[src/core/tws_pkg.sv]
// Package with register map, field positions and reset values of the three-wire serial port
package tws_pkg;

  ////////////////////////////////////////////////////////////////////////////
  // Register offsets
  localparam logic [15:0] ASYNC_MODE_OFS = 16'hff70;
  localparam logic [15:0] SYNC_MODE_OFS = 16'hff72;
  localparam logic [15:0] PRESCALE_OFS = 16'hff73;
  localparam logic [15:0] SHIFT_DATA_OFS = 16'hff74;
  localparam logic [15:0] STATUS_OFS = 16'hff75;

  ////////////////////////////////////////////////////////////////////////////
  // Reset values
  localparam logic [7:0] ASYNC_MODE_RST = 8'h00;
  localparam logic [7:0] SYNC_MODE_RST = 8'h00;
  localparam logic [7:0] PRESCALE_RST = 8'h00;
  localparam logic [7:0] DATA_RST = 8'h00;

  ////////////////////////////////////////////////////////////////////////////
  // Async mode fields
  localparam int TXE_BIT = 7;
  localparam int RXE_BIT = 6;
  localparam int PS_HI_BIT = 5;
  localparam int PS_LO_BIT = 4;
  localparam int CL_BIT = 3;
  localparam int SL_BIT = 2;
  localparam logic [7:0] ASYNC_MODE_MASK = 8'h00fc;

  // Sync mode fields
  localparam int ENABLE_BIT = 7;
  localparam int SSUSE_BIT = 6;
  localparam int DAP_BIT = 3;
  localparam int DIR_BIT = 2;
  localparam int CCK_BIT = 1;
  localparam int CKP_BIT = 0;
  localparam logic [7:0] SYNC_MODE_MASK = 8'h00cf;

  // Prescaler fields
  localparam int PRESCALE_SEL_LSB = 4;
  localparam logic [7:0] PRESCALE_MASK = 8'h00f0;
  localparam logic [3:0] PRESCALE_MAX_SEL = 4'h7;

  // Status fields
  localparam int BUSY_BIT = 0;

  ////////////////////////////////////////////////////////////////////////////
  // Frame constants
  localparam int BITS_PER_XFER = 8;
  localparam logic [3:0] CHAR_BITS_SHORT = 4'h7;
  localparam logic [3:0] CHAR_BITS_LONG = 4'h8;
  localparam logic [1:0] STOP_BITS_ONE = 2'h1;
  localparam logic [1:0] STOP_BITS_TWO = 2'h2;

  typedef enum logic [1:0] {
    PARITY_NONE = 2'b00,
    PARITY_ZERO = 2'b01,
    PARITY_ODD = 2'b10,
    PARITY_EVEN = 2'b11
  } parity_mode_t;

  typedef enum logic [1:0] {
    XFER_IDLE = 2'b00,
    XFER_RUN = 2'b01,
    XFER_FINISH = 2'b10
  } xfer_state_t;

endpackage : tws_pkg

[src/core/baud_prescaler.sv]
// Baud-rate prescaler: one-cycle tick every 2^(n+1) main clocks
module baud_prescaler
  import tws_pkg::*;
(
  // Clock and reset
  input wire logic ref_clk,
  input wire logic rst_n,
  // Control
  input wire logic run,
  input wire logic [3:0] sel,
  // Tick
  output logic tick
);

  logic [7:0] cnt_r;
  logic [7:0] last_cnt;
  logic sel_ok;

  // Prohibited codes keep the generator silent instead of picking a rate
  assign sel_ok = (sel <= PRESCALE_MAX_SEL);
  // Shift amount is widened first, otherwise code 7 wraps to a divide by one
  assign last_cnt = 8'((9'h001 << ({1'b0, sel[2:0]} + 4'h1)) - 9'h001);
  assign tick = run && sel_ok && (cnt_r == last_cnt);

  always_ff @(posedge ref_clk or negedge rst_n) begin
    if (!rst_n) begin
      cnt_r <= 8'h00;
    end else if (!run || tick) begin
      cnt_r <= 8'h00;
    end else begin
      cnt_r <= cnt_r + 8'h01;
    end
  end

endmodule : baud_prescaler

[src/core/bit_counter.sv]
// Serial clock counter: counts steps and flags the last one of a transfer
module bit_counter #(
  parameter int LIMIT = 8
) (
  // Clock and reset
  input wire logic ref_clk,
  input wire logic rst_n,
  // Control
  input wire logic clear,
  input wire logic step,
  // Result
  output logic last
);

  logic [3:0] cnt_r;

  assign last = step && (cnt_r == 4'(LIMIT - 1));

  always_ff @(posedge ref_clk or negedge rst_n) begin
    if (!rst_n) begin
      cnt_r <= 4'h0;
    end else if (clear || last) begin
      cnt_r <= 4'h0;
    end else if (step) begin
      cnt_r <= cnt_r + 4'h1;
    end
  end

endmodule : bit_counter

[src/core/three_wire_serial_port.sv]
// Three-wire serial port with async frame setup, prescaler and register port
////////////////////////////////////////////////////////////////////////////////
// How it works
// - Parity field picks none, zero, odd, even
// - Char length 7/8 bits, stop 1/2
// - Prescaler nibble divides main clock by 2^(n+1)
// - Internal serial clock is main clock over 2^(n+2)
// - Reset clears prescaler register to zero
// - Eight bits per transfer, one per clock
// - Default phase: output on fall, sample rise
// - After eighth bit stop and raise interrupt
// - Slave select high floats data output
// - Slave data output high after last bit until deselect, only when phase and polarity bits differ
// - Idle data output keeps last bit sent
// - Data write starts only when enabled and idle
// - Enabling after data write starts nothing
// - Phase bit picks falling or rising output edge
// - Polarity bit picks idle high or idle low
// - Source bit picks pin or internal generator
module three_wire_serial_port
  import tws_pkg::*;
(
  // Clock and reset
  input wire logic ref_clk,
  input wire logic rst_n,
  // Register port
  input wire logic [15:0] addr,
  input wire logic [7:0] wdata,
  input wire logic wr_en,
  input wire logic rd_en,
  output logic [7:0] rdata,
  // Serial clock pin
  input wire logic serial_clock_pin_in,
  output logic serial_clock_pin_out,
  output logic serial_clock_pin_oe_n,
  // Serial data pins
  output logic serial_out_pin_out,
  output logic serial_out_pin_oe_n,
  input wire logic serial_in_pin,
  input wire logic slave_select_pin_n,
  // Transfer event
  output logic transfer_done_irq,
  // Async frame setup
  output logic transmit_enable_bit,
  output logic receive_enable_bit,
  output logic [3:0] async_char_bits,
  output logic [1:0] async_stop_bits,
  output logic async_parity_add,
  output logic async_parity_check,
  output logic async_parity_value
);

  ////////////////////////////////////////////////////////////////////////////
  // Registers
  logic [7:0] async_mode_control_r;
  logic [7:0] sync_mode_control_r;
  logic [7:0] baud_prescaler_control_r;
  logic [7:0] transmit_shift_reg_r;
  logic [7:0] last_tx_r;
  logic [7:0] receive_shift_reg_r;
  logic [7:0] receive_buffer_r;
  logic [7:0] rdata_r;
  logic [7:0] rdata_nxt;
  xfer_state_t state_r;
  logic sck_r;
  logic sck_prev_r;
  logic so_r;
  logic so_high_r;
  logic irq_r;

  logic sync_operation_enable;
  logic slave_select_use;
  logic data_phase_bit;
  logic first_bit_order;
  logic clock_source_bit;
  logic clock_polarity_bit;
  logic [3:0] prescale_sel;
  parity_mode_t parity_mode;
  logic [6:0] char_data;

  logic is_slave;
  logic deselected;
  logic preload;
  logic tick;
  logic rise;
  logic fall;
  logic out_edge;
  logic smp_edge;
  logic last_bit;
  logic start;
  logic sck_idle;
  logic next_out;

  assign sync_operation_enable = sync_mode_control_r[ENABLE_BIT];
  assign slave_select_use = sync_mode_control_r[SSUSE_BIT];
  assign data_phase_bit = sync_mode_control_r[DAP_BIT];
  assign first_bit_order = sync_mode_control_r[DIR_BIT];
  assign clock_source_bit = sync_mode_control_r[CCK_BIT];
  assign clock_polarity_bit = sync_mode_control_r[CKP_BIT];
  assign prescale_sel = baud_prescaler_control_r[7:PRESCALE_SEL_LSB];

  ////////////////////////////////////////////////////////////////////////////
  // Register writes
  always_ff @(posedge ref_clk or negedge rst_n) begin
    if (!rst_n) begin
      async_mode_control_r <= ASYNC_MODE_RST;
      sync_mode_control_r <= SYNC_MODE_RST;
      baud_prescaler_control_r <= PRESCALE_RST;
    end else if (wr_en) begin
      if (addr == ASYNC_MODE_OFS) begin
        // Bits 1:0 are held at zero whatever software writes
        async_mode_control_r <= wdata & ASYNC_MODE_MASK;
      end else if (addr == SYNC_MODE_OFS) begin
        sync_mode_control_r <= wdata & SYNC_MODE_MASK;
      end else if (addr == PRESCALE_OFS) begin
        baud_prescaler_control_r <= wdata & PRESCALE_MASK;
      end
    end
  end

  ////////////////////////////////////////////////////////////////////////////
  // Register reads, data one cycle after the strobe
  always_comb begin
    rdata_nxt = 8'h00;
    if (addr == ASYNC_MODE_OFS) begin
      rdata_nxt = async_mode_control_r;
    end else if (addr == SYNC_MODE_OFS) begin
      rdata_nxt = sync_mode_control_r;
    end else if (addr == PRESCALE_OFS) begin
      rdata_nxt = baud_prescaler_control_r;
    end else if (addr == SHIFT_DATA_OFS) begin
      rdata_nxt = receive_buffer_r;
    end else if (addr == STATUS_OFS) begin
      rdata_nxt[BUSY_BIT] = (state_r != XFER_IDLE);
    end
  end

  always_ff @(posedge ref_clk or negedge rst_n) begin
    if (!rst_n) begin
      rdata_r <= 8'h00;
    end else if (rd_en) begin
      rdata_r <= rdata_nxt;
    end else begin
      rdata_r <= 8'h00;
    end
  end

  assign rdata = rdata_r;

  ////////////////////////////////////////////////////////////////////////////
  // Async frame setup
  assign parity_mode = parity_mode_t'(async_mode_control_r[PS_HI_BIT:PS_LO_BIT]);
  // Parity works on the last word that started a transfer, since the shifter empties as it sends
  assign char_data = last_tx_r[6:0];
  assign transmit_enable_bit = async_mode_control_r[TXE_BIT];
  assign receive_enable_bit = async_mode_control_r[RXE_BIT];
  assign async_char_bits = async_mode_control_r[CL_BIT] ? CHAR_BITS_LONG : CHAR_BITS_SHORT;
  assign async_stop_bits = async_mode_control_r[SL_BIT] ? STOP_BITS_TWO : STOP_BITS_ONE;

  always_comb begin
    async_parity_add = 1'b1;
    async_parity_check = 1'b0;
    async_parity_value = 1'b0;
    case (parity_mode)
      PARITY_NONE: begin
        async_parity_add = 1'b0;
      end
      PARITY_ZERO: begin
        async_parity_value = 1'b0;
      end
      PARITY_ODD: begin
        async_parity_check = 1'b1;
        async_parity_value = ~(^{last_tx_r[7] & async_mode_control_r[CL_BIT], char_data});
      end
      default: begin
        async_parity_check = 1'b1;
        async_parity_value = ^{last_tx_r[7] & async_mode_control_r[CL_BIT], char_data};
      end
    endcase
  end

  ////////////////////////////////////////////////////////////////////////////
  // Clock generation and edge detection
  assign is_slave = !clock_source_bit;
  assign deselected = slave_select_use && is_slave && slave_select_pin_n;
  assign sck_idle = !clock_polarity_bit;
  // First bit goes out at start when the leading edge is a sampling edge
  assign preload = (data_phase_bit != clock_polarity_bit);

  baud_prescaler u_prescaler (
    .ref_clk(ref_clk),
    .rst_n(rst_n),
    .run(sync_operation_enable && clock_source_bit && (state_r != XFER_IDLE)),
    .sel(prescale_sel),
    .tick(tick)
  );

  always_comb begin
    rise = 1'b0;
    fall = 1'b0;
    if (state_r == XFER_RUN) begin
      if (clock_source_bit) begin
        // Each tick toggles the line, so a full period takes two ticks
        rise = tick && !sck_r;
        fall = tick && sck_r;
      end else if (!deselected) begin
        rise = serial_clock_pin_in && !sck_prev_r;
        fall = !serial_clock_pin_in && sck_prev_r;
      end
    end
  end

  assign out_edge = data_phase_bit ? rise : fall;
  assign smp_edge = data_phase_bit ? fall : rise;

  always_ff @(posedge ref_clk or negedge rst_n) begin
    if (!rst_n) begin
      sck_prev_r <= 1'b1;
    end else begin
      sck_prev_r <= serial_clock_pin_in;
    end
  end

  bit_counter #(
    .LIMIT(BITS_PER_XFER)
  ) u_bit_counter (
    .ref_clk(ref_clk),
    .rst_n(rst_n),
    .clear(state_r == XFER_IDLE),
    .step(smp_edge),
    .last(last_bit)
  );

  ////////////////////////////////////////////////////////////////////////////
  // Transfer control
  // A write while disabled is dropped, so a later enable finds nothing to send
  assign start = wr_en && (addr == SHIFT_DATA_OFS) && sync_operation_enable
    && (state_r == XFER_IDLE);

  always_ff @(posedge ref_clk or negedge rst_n) begin
    if (!rst_n) begin
      state_r <= XFER_IDLE;
    end else if (!sync_operation_enable) begin
      state_r <= XFER_IDLE;
    end else begin
      case (state_r)
        XFER_IDLE: begin
          if (start) begin
            state_r <= XFER_RUN;
          end
        end
        XFER_RUN: begin
          if (last_bit) begin
            // Master must still bring its clock back to idle
            // The last edge toggles the line, so it ends idle only if it was not idle before
            if (clock_source_bit && (sck_r == sck_idle)) begin
              state_r <= XFER_FINISH;
            end else begin
              state_r <= XFER_IDLE;
            end
          end
        end
        XFER_FINISH: begin
          if (tick) begin
            state_r <= XFER_IDLE;
          end
        end
        default: begin
          state_r <= XFER_IDLE;
        end
      endcase
    end
  end

  always_ff @(posedge ref_clk or negedge rst_n) begin
    if (!rst_n) begin
      sck_r <= 1'b1;
    end else if (state_r == XFER_IDLE) begin
      sck_r <= sck_idle;
    end else if (tick) begin
      sck_r <= !sck_r;
    end
  end

  ////////////////////////////////////////////////////////////////////////////
  // Shift registers
  assign next_out = first_bit_order ? transmit_shift_reg_r[0] : transmit_shift_reg_r[7];

  always_ff @(posedge ref_clk or negedge rst_n) begin
    if (!rst_n) begin
      transmit_shift_reg_r <= DATA_RST;
      last_tx_r <= DATA_RST;
      so_r <= 1'b0;
    end else if (start) begin
      transmit_shift_reg_r <= wdata;
      last_tx_r <= wdata;
      if (preload) begin
        so_r <= first_bit_order ? wdata[0] : wdata[7];
        transmit_shift_reg_r <= first_bit_order ? {1'b0, wdata[7:1]} : {wdata[6:0], 1'b0};
      end
    end else if (out_edge && !last_bit) begin
      so_r <= next_out;
      transmit_shift_reg_r <= first_bit_order ? {1'b0, transmit_shift_reg_r[7:1]}
        : {transmit_shift_reg_r[6:0], 1'b0};
    end
  end

  always_ff @(posedge ref_clk or negedge rst_n) begin
    if (!rst_n) begin
      receive_shift_reg_r <= DATA_RST;
    end else if (smp_edge) begin
      receive_shift_reg_r <= first_bit_order ? {serial_in_pin, receive_shift_reg_r[7:1]}
        : {receive_shift_reg_r[6:0], serial_in_pin};
    end
  end

  always_ff @(posedge ref_clk or negedge rst_n) begin
    if (!rst_n) begin
      receive_buffer_r <= DATA_RST;
    end else if (last_bit) begin
      receive_buffer_r <= first_bit_order ? {serial_in_pin, receive_shift_reg_r[7:1]}
        : {receive_shift_reg_r[6:0], serial_in_pin};
    end
  end

  // Interrupt pulse marks the end of the eighth bit
  always_ff @(posedge ref_clk or negedge rst_n) begin
    if (!rst_n) begin
      irq_r <= 1'b0;
    end else begin
      irq_r <= last_bit;
    end
  end

  assign transfer_done_irq = irq_r;

  // Selected slave drives high after its last bit until deselected, only when preload is set
  always_ff @(posedge ref_clk or negedge rst_n) begin
    if (!rst_n) begin
      so_high_r <= 1'b0;
    end else if (slave_select_pin_n || !slave_select_use || !is_slave) begin
      so_high_r <= 1'b0;
    end else if (last_bit && preload) begin
      so_high_r <= 1'b1;
    end
  end

  ////////////////////////////////////////////////////////////////////////////
  // Pin drivers
  // so_r is never cleared after a transfer, so the idle line keeps the last bit
  assign serial_out_pin_out = so_high_r | so_r;
  assign serial_out_pin_oe_n = deselected;
  assign serial_clock_pin_out = sck_r;
  assign serial_clock_pin_oe_n = !(sync_operation_enable && clock_source_bit);

endmodule : three_wire_serial_port

[config.mk]
export PLATFORM = sky130hd
export DESIGN_NAME = three_wire_serial_port
export DESIGN_NICKNAME = d
export VERILOG_FILES = /design/src/core/tws_pkg.sv /design/src/core/baud_prescaler.sv /design/src/core/bit_counter.sv /design/src/core/three_wire_serial_port.sv
export SDC_FILE = /design/constraint.sdc
export NUM_CORES = 1
export LEC_CHECK = 0
export BUFFER_PORTS_ARGS = -buffer_cell sky130_fd_sc_hd__clkbuf_2
export CAP_MARGIN = 25
export CORE_MARGIN = 4
export CORE_UTILIZATION = 62
export CTS_BUF_LIST = sky130_fd_sc_hd__clkbuf_8
export CTS_CLUSTER_SIZE = 25
export DETAILED_ROUTE_END_ITERATION = 12
export HOLD_SLACK_MARGIN = 0.08
export PLACE_DENSITY = 0.85
export SYNTH_ARGS = -nofsm -noshare
export SYNTH_HDL_FRONTEND = slang
export SYNTH_HIERARCHICAL = 1
export SYNTH_SLANG_ARGS = --single-unit
[constraint.sdc]
create_clock -name ref_clk -period 7.3 [get_ports ref_clk]
set_clock_uncertainty 0.15 [all_clocks]
set_input_delay 1.095 -clock ref_clk [delete_from_list [all_inputs] [get_ports ref_clk]]
set_output_delay 1.095 -clock ref_clk [all_outputs]
set_load 0.1 [all_outputs]
==> results.rst <==
.. list-table::
   :header-rows: 1

   * - Metric
     - Value
   * - Number of input and output port buffers inserted
     - 54
   * - Top-area cell type share of the netlist area
     - a little over two fifths
   * - Post-CTS setup buffer count
     - 0
   * - Largest net degree at the start of global routing
     - between 70 and 80
   * - Register-to-register setup slack
     - roughly 1.7 ns
   * - Status
     - finished, final reports clean
   * - DRC Markers
     - 0
   * - Fin Setup TNS
     - 0 ns
   * - Effective utilization at floorplan
     - 65.0%
   * - Post-synthesis net count
     - roughly 450
   * - CP cell instances
     - or3_1 > ha_1 > or2_1 > o311ai_1 > o211ai_1 > a211oi_4 > nor2b_1 > a221oi_1 > nor4_4 > and4b_1 > nor3_2 > o311a_2 > mux2i_1 > mux2i_1
   * - Antenna Cells
     - 0
   * - Class of the tightest hold or removal check
     - flip-flop to flip-flop
   * - Final wirelength
     - 9100 um
   * - Cell taking the most area after synthesis
     - sky130_fd_sc_hd__dfrtp_1
   * - Max Clock Freq
     - between 150 and 200 MHz
   * - Global-route wire length before repair
     - 15200 um
   * - Instance count after placement with tap cells included
     - 519
   * - CP most frequent cell
     - sky130_fd_sc_hd__mux2i_1
   * - Min cycle time layout
     - between 5 and 6 ns
   * - Avg Inst Size Synth
     - ~10 um2
   * - Final weighted congestion in routability-driven placement
     - slightly above 0.9
   * - Clock root buffer master
     - sky130_fd_sc_hd__clkbuf_8
   * - Power density of the placed cells
     - roughly 170 nW/um2
   * - Worst Path Class, Setup
     - flip-flop to flip-flop
   * - Total buffers and inverters traversed by the critical path
     - 0
   * - Layout cells sized above 1
     - approximately a quarter
   * - Unrepaired setup endpoints after global routing
     - no
   * - Antenna Nets Post-Route
     - 0
   * - Period utilization
     - ~76%
   * - Number of buffers between clock root and the deepest sink
     - 2
   * - Slew at the pin with the worst max-slew slack
     - around 1 ns
   * - Vias per cell
     - roughly 5.9
   * - Routed length per placed instance
     - about 17 um
   * - Clk_lat worst skew
     - about 0.36 ns
   * - Distinct cell type count after synthesis
     - 67
   * - Arrival time reported for the critical path endpoint
     - between 5 and 6 ns
   * - Async set-or-reset flop fraction in the synthesized netlist
     - between 90% and 100%
   * - Number of max-slew violations in the final report
     - 0
   * - Via count of the first global-routing pass
     - between 3000 and 4000
   * - Clock Sinks
     - 75
   * - TritonCTS clock tree
     - yes
   * - Total global routing track utilization
     - 23.3%
   * - Drt first-iter violations
     - 180
   * - Area of the core region
     - 6460 um2
   * - Most common flop cell mapped by yosys
     - sky130_fd_sc_hd__dfrtp_1
   * - Worst setup slack before clock tree synthesis
     - between 1.5 and 2 ns
   * - Post-route non-filler standard cell count
     - ~540
   * - Type of destination of the critical path
     - flip-flop
   * - Placed cell area
     - between 4000 and 5000 um2
   * - Biggest area contributors in the synthesized netlist
     - sky130_fd_sc_hd__dfrtp_1 44%, sky130_fd_sc_hd__mux2i_1 7.2%, sky130_fd_sc_hd__mux2_2 5.1%
   * - Leakage
     - around 2.1 nW
   * - Post-synthesis sequential element count
     - 75
   * - Count leader, synth
     - sky130_fd_sc_hd__dfrtp_1
   * - Number of failing hold endpoints at the final stage
     - 0
   * - Crit-path slowest cell
     - sky130_fd_sc_hd__nor4_4
   * - Deepest level of the CTS H-tree
     - 3
   * - Area overhead of the layout relative to synthesis
     - 10.3%
   * - Antenna violations before repair
     - 0
   * - Post-cts resize count
     - 0
   * - Count of boundary I/O pins
     - 55
   * - 1st-pass router iterations
     - 5
   * - Number of failing setup endpoints in the final timing report
     - 0
   * - Required time of the critical path
     - ~7.4 ns
   * - Clock transition at the registers of the reported paths
     - ~0.090 ns
   * - Final setup margin
     - 1.74 ns
   * - Post-synth EDFFs
     - 0
   * - Die Width
     - about 90 um
   * - Area of the die
     - between 8000 and 9000 um2
   * - HPWL Detailed
     - around 6500 um
   * - Startpoint types
     - flip-flop
   * - Synthesized area
     - between 4000 and 5000 um2
   * - Slowest Stage Delay on Critical Path
     - 0.84 ns
   * - Part of the Yosys area used for sequential elements
     - 44.8%
   * - CTS buffer count
     - 9
   * - Number of standard-cell rows in the floorplan
     - 29
   * - Synth cell count leaders
     - 73 x sky130_fd_sc_hd__dfrtp_1, 39 x sky130_fd_sc_hd__nor2_1, 38 x sky130_fd_sc_hd__nand2_1
   * - Final net count
     - between 400 and 500
   * - Family of cells with the greatest summed delay on the critical path
     - simple AND/OR/NAND/NOR gates
   * - Max_slew headroom
     - between 30% and 40%
   * - Maximum ir drop on the vdd rail
     - 0.142 mV
   * - Largest driver fanout on the critical path
     - 23
   * - Number of vias in the routed layout
     - between 3000 and 4000
   * - Vertical die dimension
     - 90.3 um
   * - Count of hold buffers inserted by post-cts repair
     - 0
   * - Max-Cap Viols
     - 0
   * - Number of standard cells after synthesis
     - 411
   * - Final standard cell area without fillers
     - 4630 um2
   * - Warnings, synthesis
     - 6
   * - Grt ovf
     - 0
per-layer routing:
layer / global-route usage, % / vias up / part of all wire (%)
met5: 0 / - / 0
met4: 9.95 / 0 / 2.0
met3: 5.92 / 17 / 6.0
met2: 36.5 / 108 / 47
met1: 30.9 / 1521 / 45
li1: - / 1533 / -
through the flow:
step | hold WS, ns | total power [mW] | util [%]
3_3_place_gp | 0.301 | 0.457 | 68.4
5_1_grt | 0.371 | 0.797 | 71.7
2_1_floorplan | 0.289 | 0.435 | -
3_5_place_dp | 0.314 | 0.458 | 68.4
4_1_cts | 0.334 | 0.779 | 71.5
6_report | 0.331 | 0.774 | 71.7
power breakdown:
group          switching (mW)  internal, mW
Clock                   0.165         0.159
Sequential           0.000178         0.416
Combinational          0.0234        0.0104
worst register-to-register path: stages, from the launching register on:
cell and delay [ns]:
sky130_fd_sc_hd__dfrtp_1 0.53, sky130_fd_sc_hd__or3_1 0.40, sky130_fd_sc_hd__ha_1 0.26, sky130_fd_sc_hd__or2_1 0.29, sky130_fd_sc_hd__o311ai_1 0.29, sky130_fd_sc_hd__o211ai_1 0.20
sky130_fd_sc_hd__a211oi_4 0.51, sky130_fd_sc_hd__nor2b_1 0.30, sky130_fd_sc_hd__a221oi_1 0.17, sky130_fd_sc_hd__nor4_4 0.84, sky130_fd_sc_hd__and4b_1 0.77, sky130_fd_sc_hd__nor3_2 0.11
sky130_fd_sc_hd__o311a_2 0.24, sky130_fd_sc_hd__mux2i_1 0.23, sky130_fd_sc_hd__mux2i_1 0.12
registers in the layout, summed over array words and instances, names as in the netlist, 6 cells and up:
name and count:
sync_mode_control_r 6, receive_shift_reg_r 8, receive_buffer_r 8, rdata 8, last_tx_r 8, async_mode_control_r 6, u_prescaler/cnt_r 8, transmit_shift_reg_r 8
final cells by class:
class | instances | area [um2]
clock buffers | 9 | 124
inverters | 10 | 37.5
multi-input cells | 302 | 2120
flip-flops and latches | 75 | 1880
repair buffers | 56 | 288
fillers | 450 | 1830
clock inverters | 7 | 78.8
well taps | 77 | 96.3
cell families (layout without fill, tap and decap cells):
kind of cell    Yosys count  count (layout)  share of synthesized area [%]
compound gates           68              68                           11.1
xor+xnor                 20              20                           4.17
fa+ha+maj                 3               3                          0.895
buf+inv                  34              82                           4.59
flops                    75              75                           44.8
mux                      55              55                           14.4
other cells               1               1                         0.0894
simple gates            155             155                           20.0
path summary, 6_finish.rpt:
path | start | endpoint | depth (start not counted)
max | baud_prescaler_control_r[5]$_DFFE_PN0P_ | transmit_shift_reg_r[1]$_DFFE_PN0P_ | 14
min | last_tx_r[7]$_DFFE_PN0P_ | last_tx_r[7]$_DFFE_PN0P_ | 2
max reg2reg | baud_prescaler_control_r[5]$_DFFE_PN0P_ | transmit_shift_reg_r[1]$_DFFE_PN0P_ | 14
min reg2reg | last_tx_r[7]$_DFFE_PN0P_ | last_tx_r[7]$_DFFE_PN0P_ | 2
max in group asynchronous | rst_n | async_mode_control_r[6]$_DFFE_PN0P_ | 1
min in group asynchronous | rst_n | u_bit_counter/cnt_r[1]$_DFFE_PN0P_ | 1
cells in the final DEF, fill, tap and decap left out, types with 6 or more instances in the layout:
| cell | n |
|---|---|
| sky130_fd_sc_hd__mux2_4 | 6 |
| sky130_fd_sc_hd__clkbuf_2 | 53 |
| sky130_fd_sc_hd__a21oi_1 | 37 |
| sky130_fd_sc_hd__nor2_1 | 39 |
| sky130_fd_sc_hd__nor3_1 | 8 |
| sky130_fd_sc_hd__nand2b_1 | 6 |
| sky130_fd_sc_hd__nor2b_1 | 7 |
| sky130_fd_sc_hd__mux2i_1 | 30 |
| sky130_fd_sc_hd__dfrtp_1 | 73 |
| sky130_fd_sc_hd__nand3_1 | 17 |
| sky130_fd_sc_hd__nand2_1 | 38 |
| sky130_fd_sc_hd__inv_1 | 10 |
| sky130_fd_sc_hd__xnor2_1 | 18 |
| sky130_fd_sc_hd__clkbuf_8 | 9 |
| sky130_fd_sc_hd__mux2_2 | 19 |
Note: power is estimated with default switching activity, not from simulation.
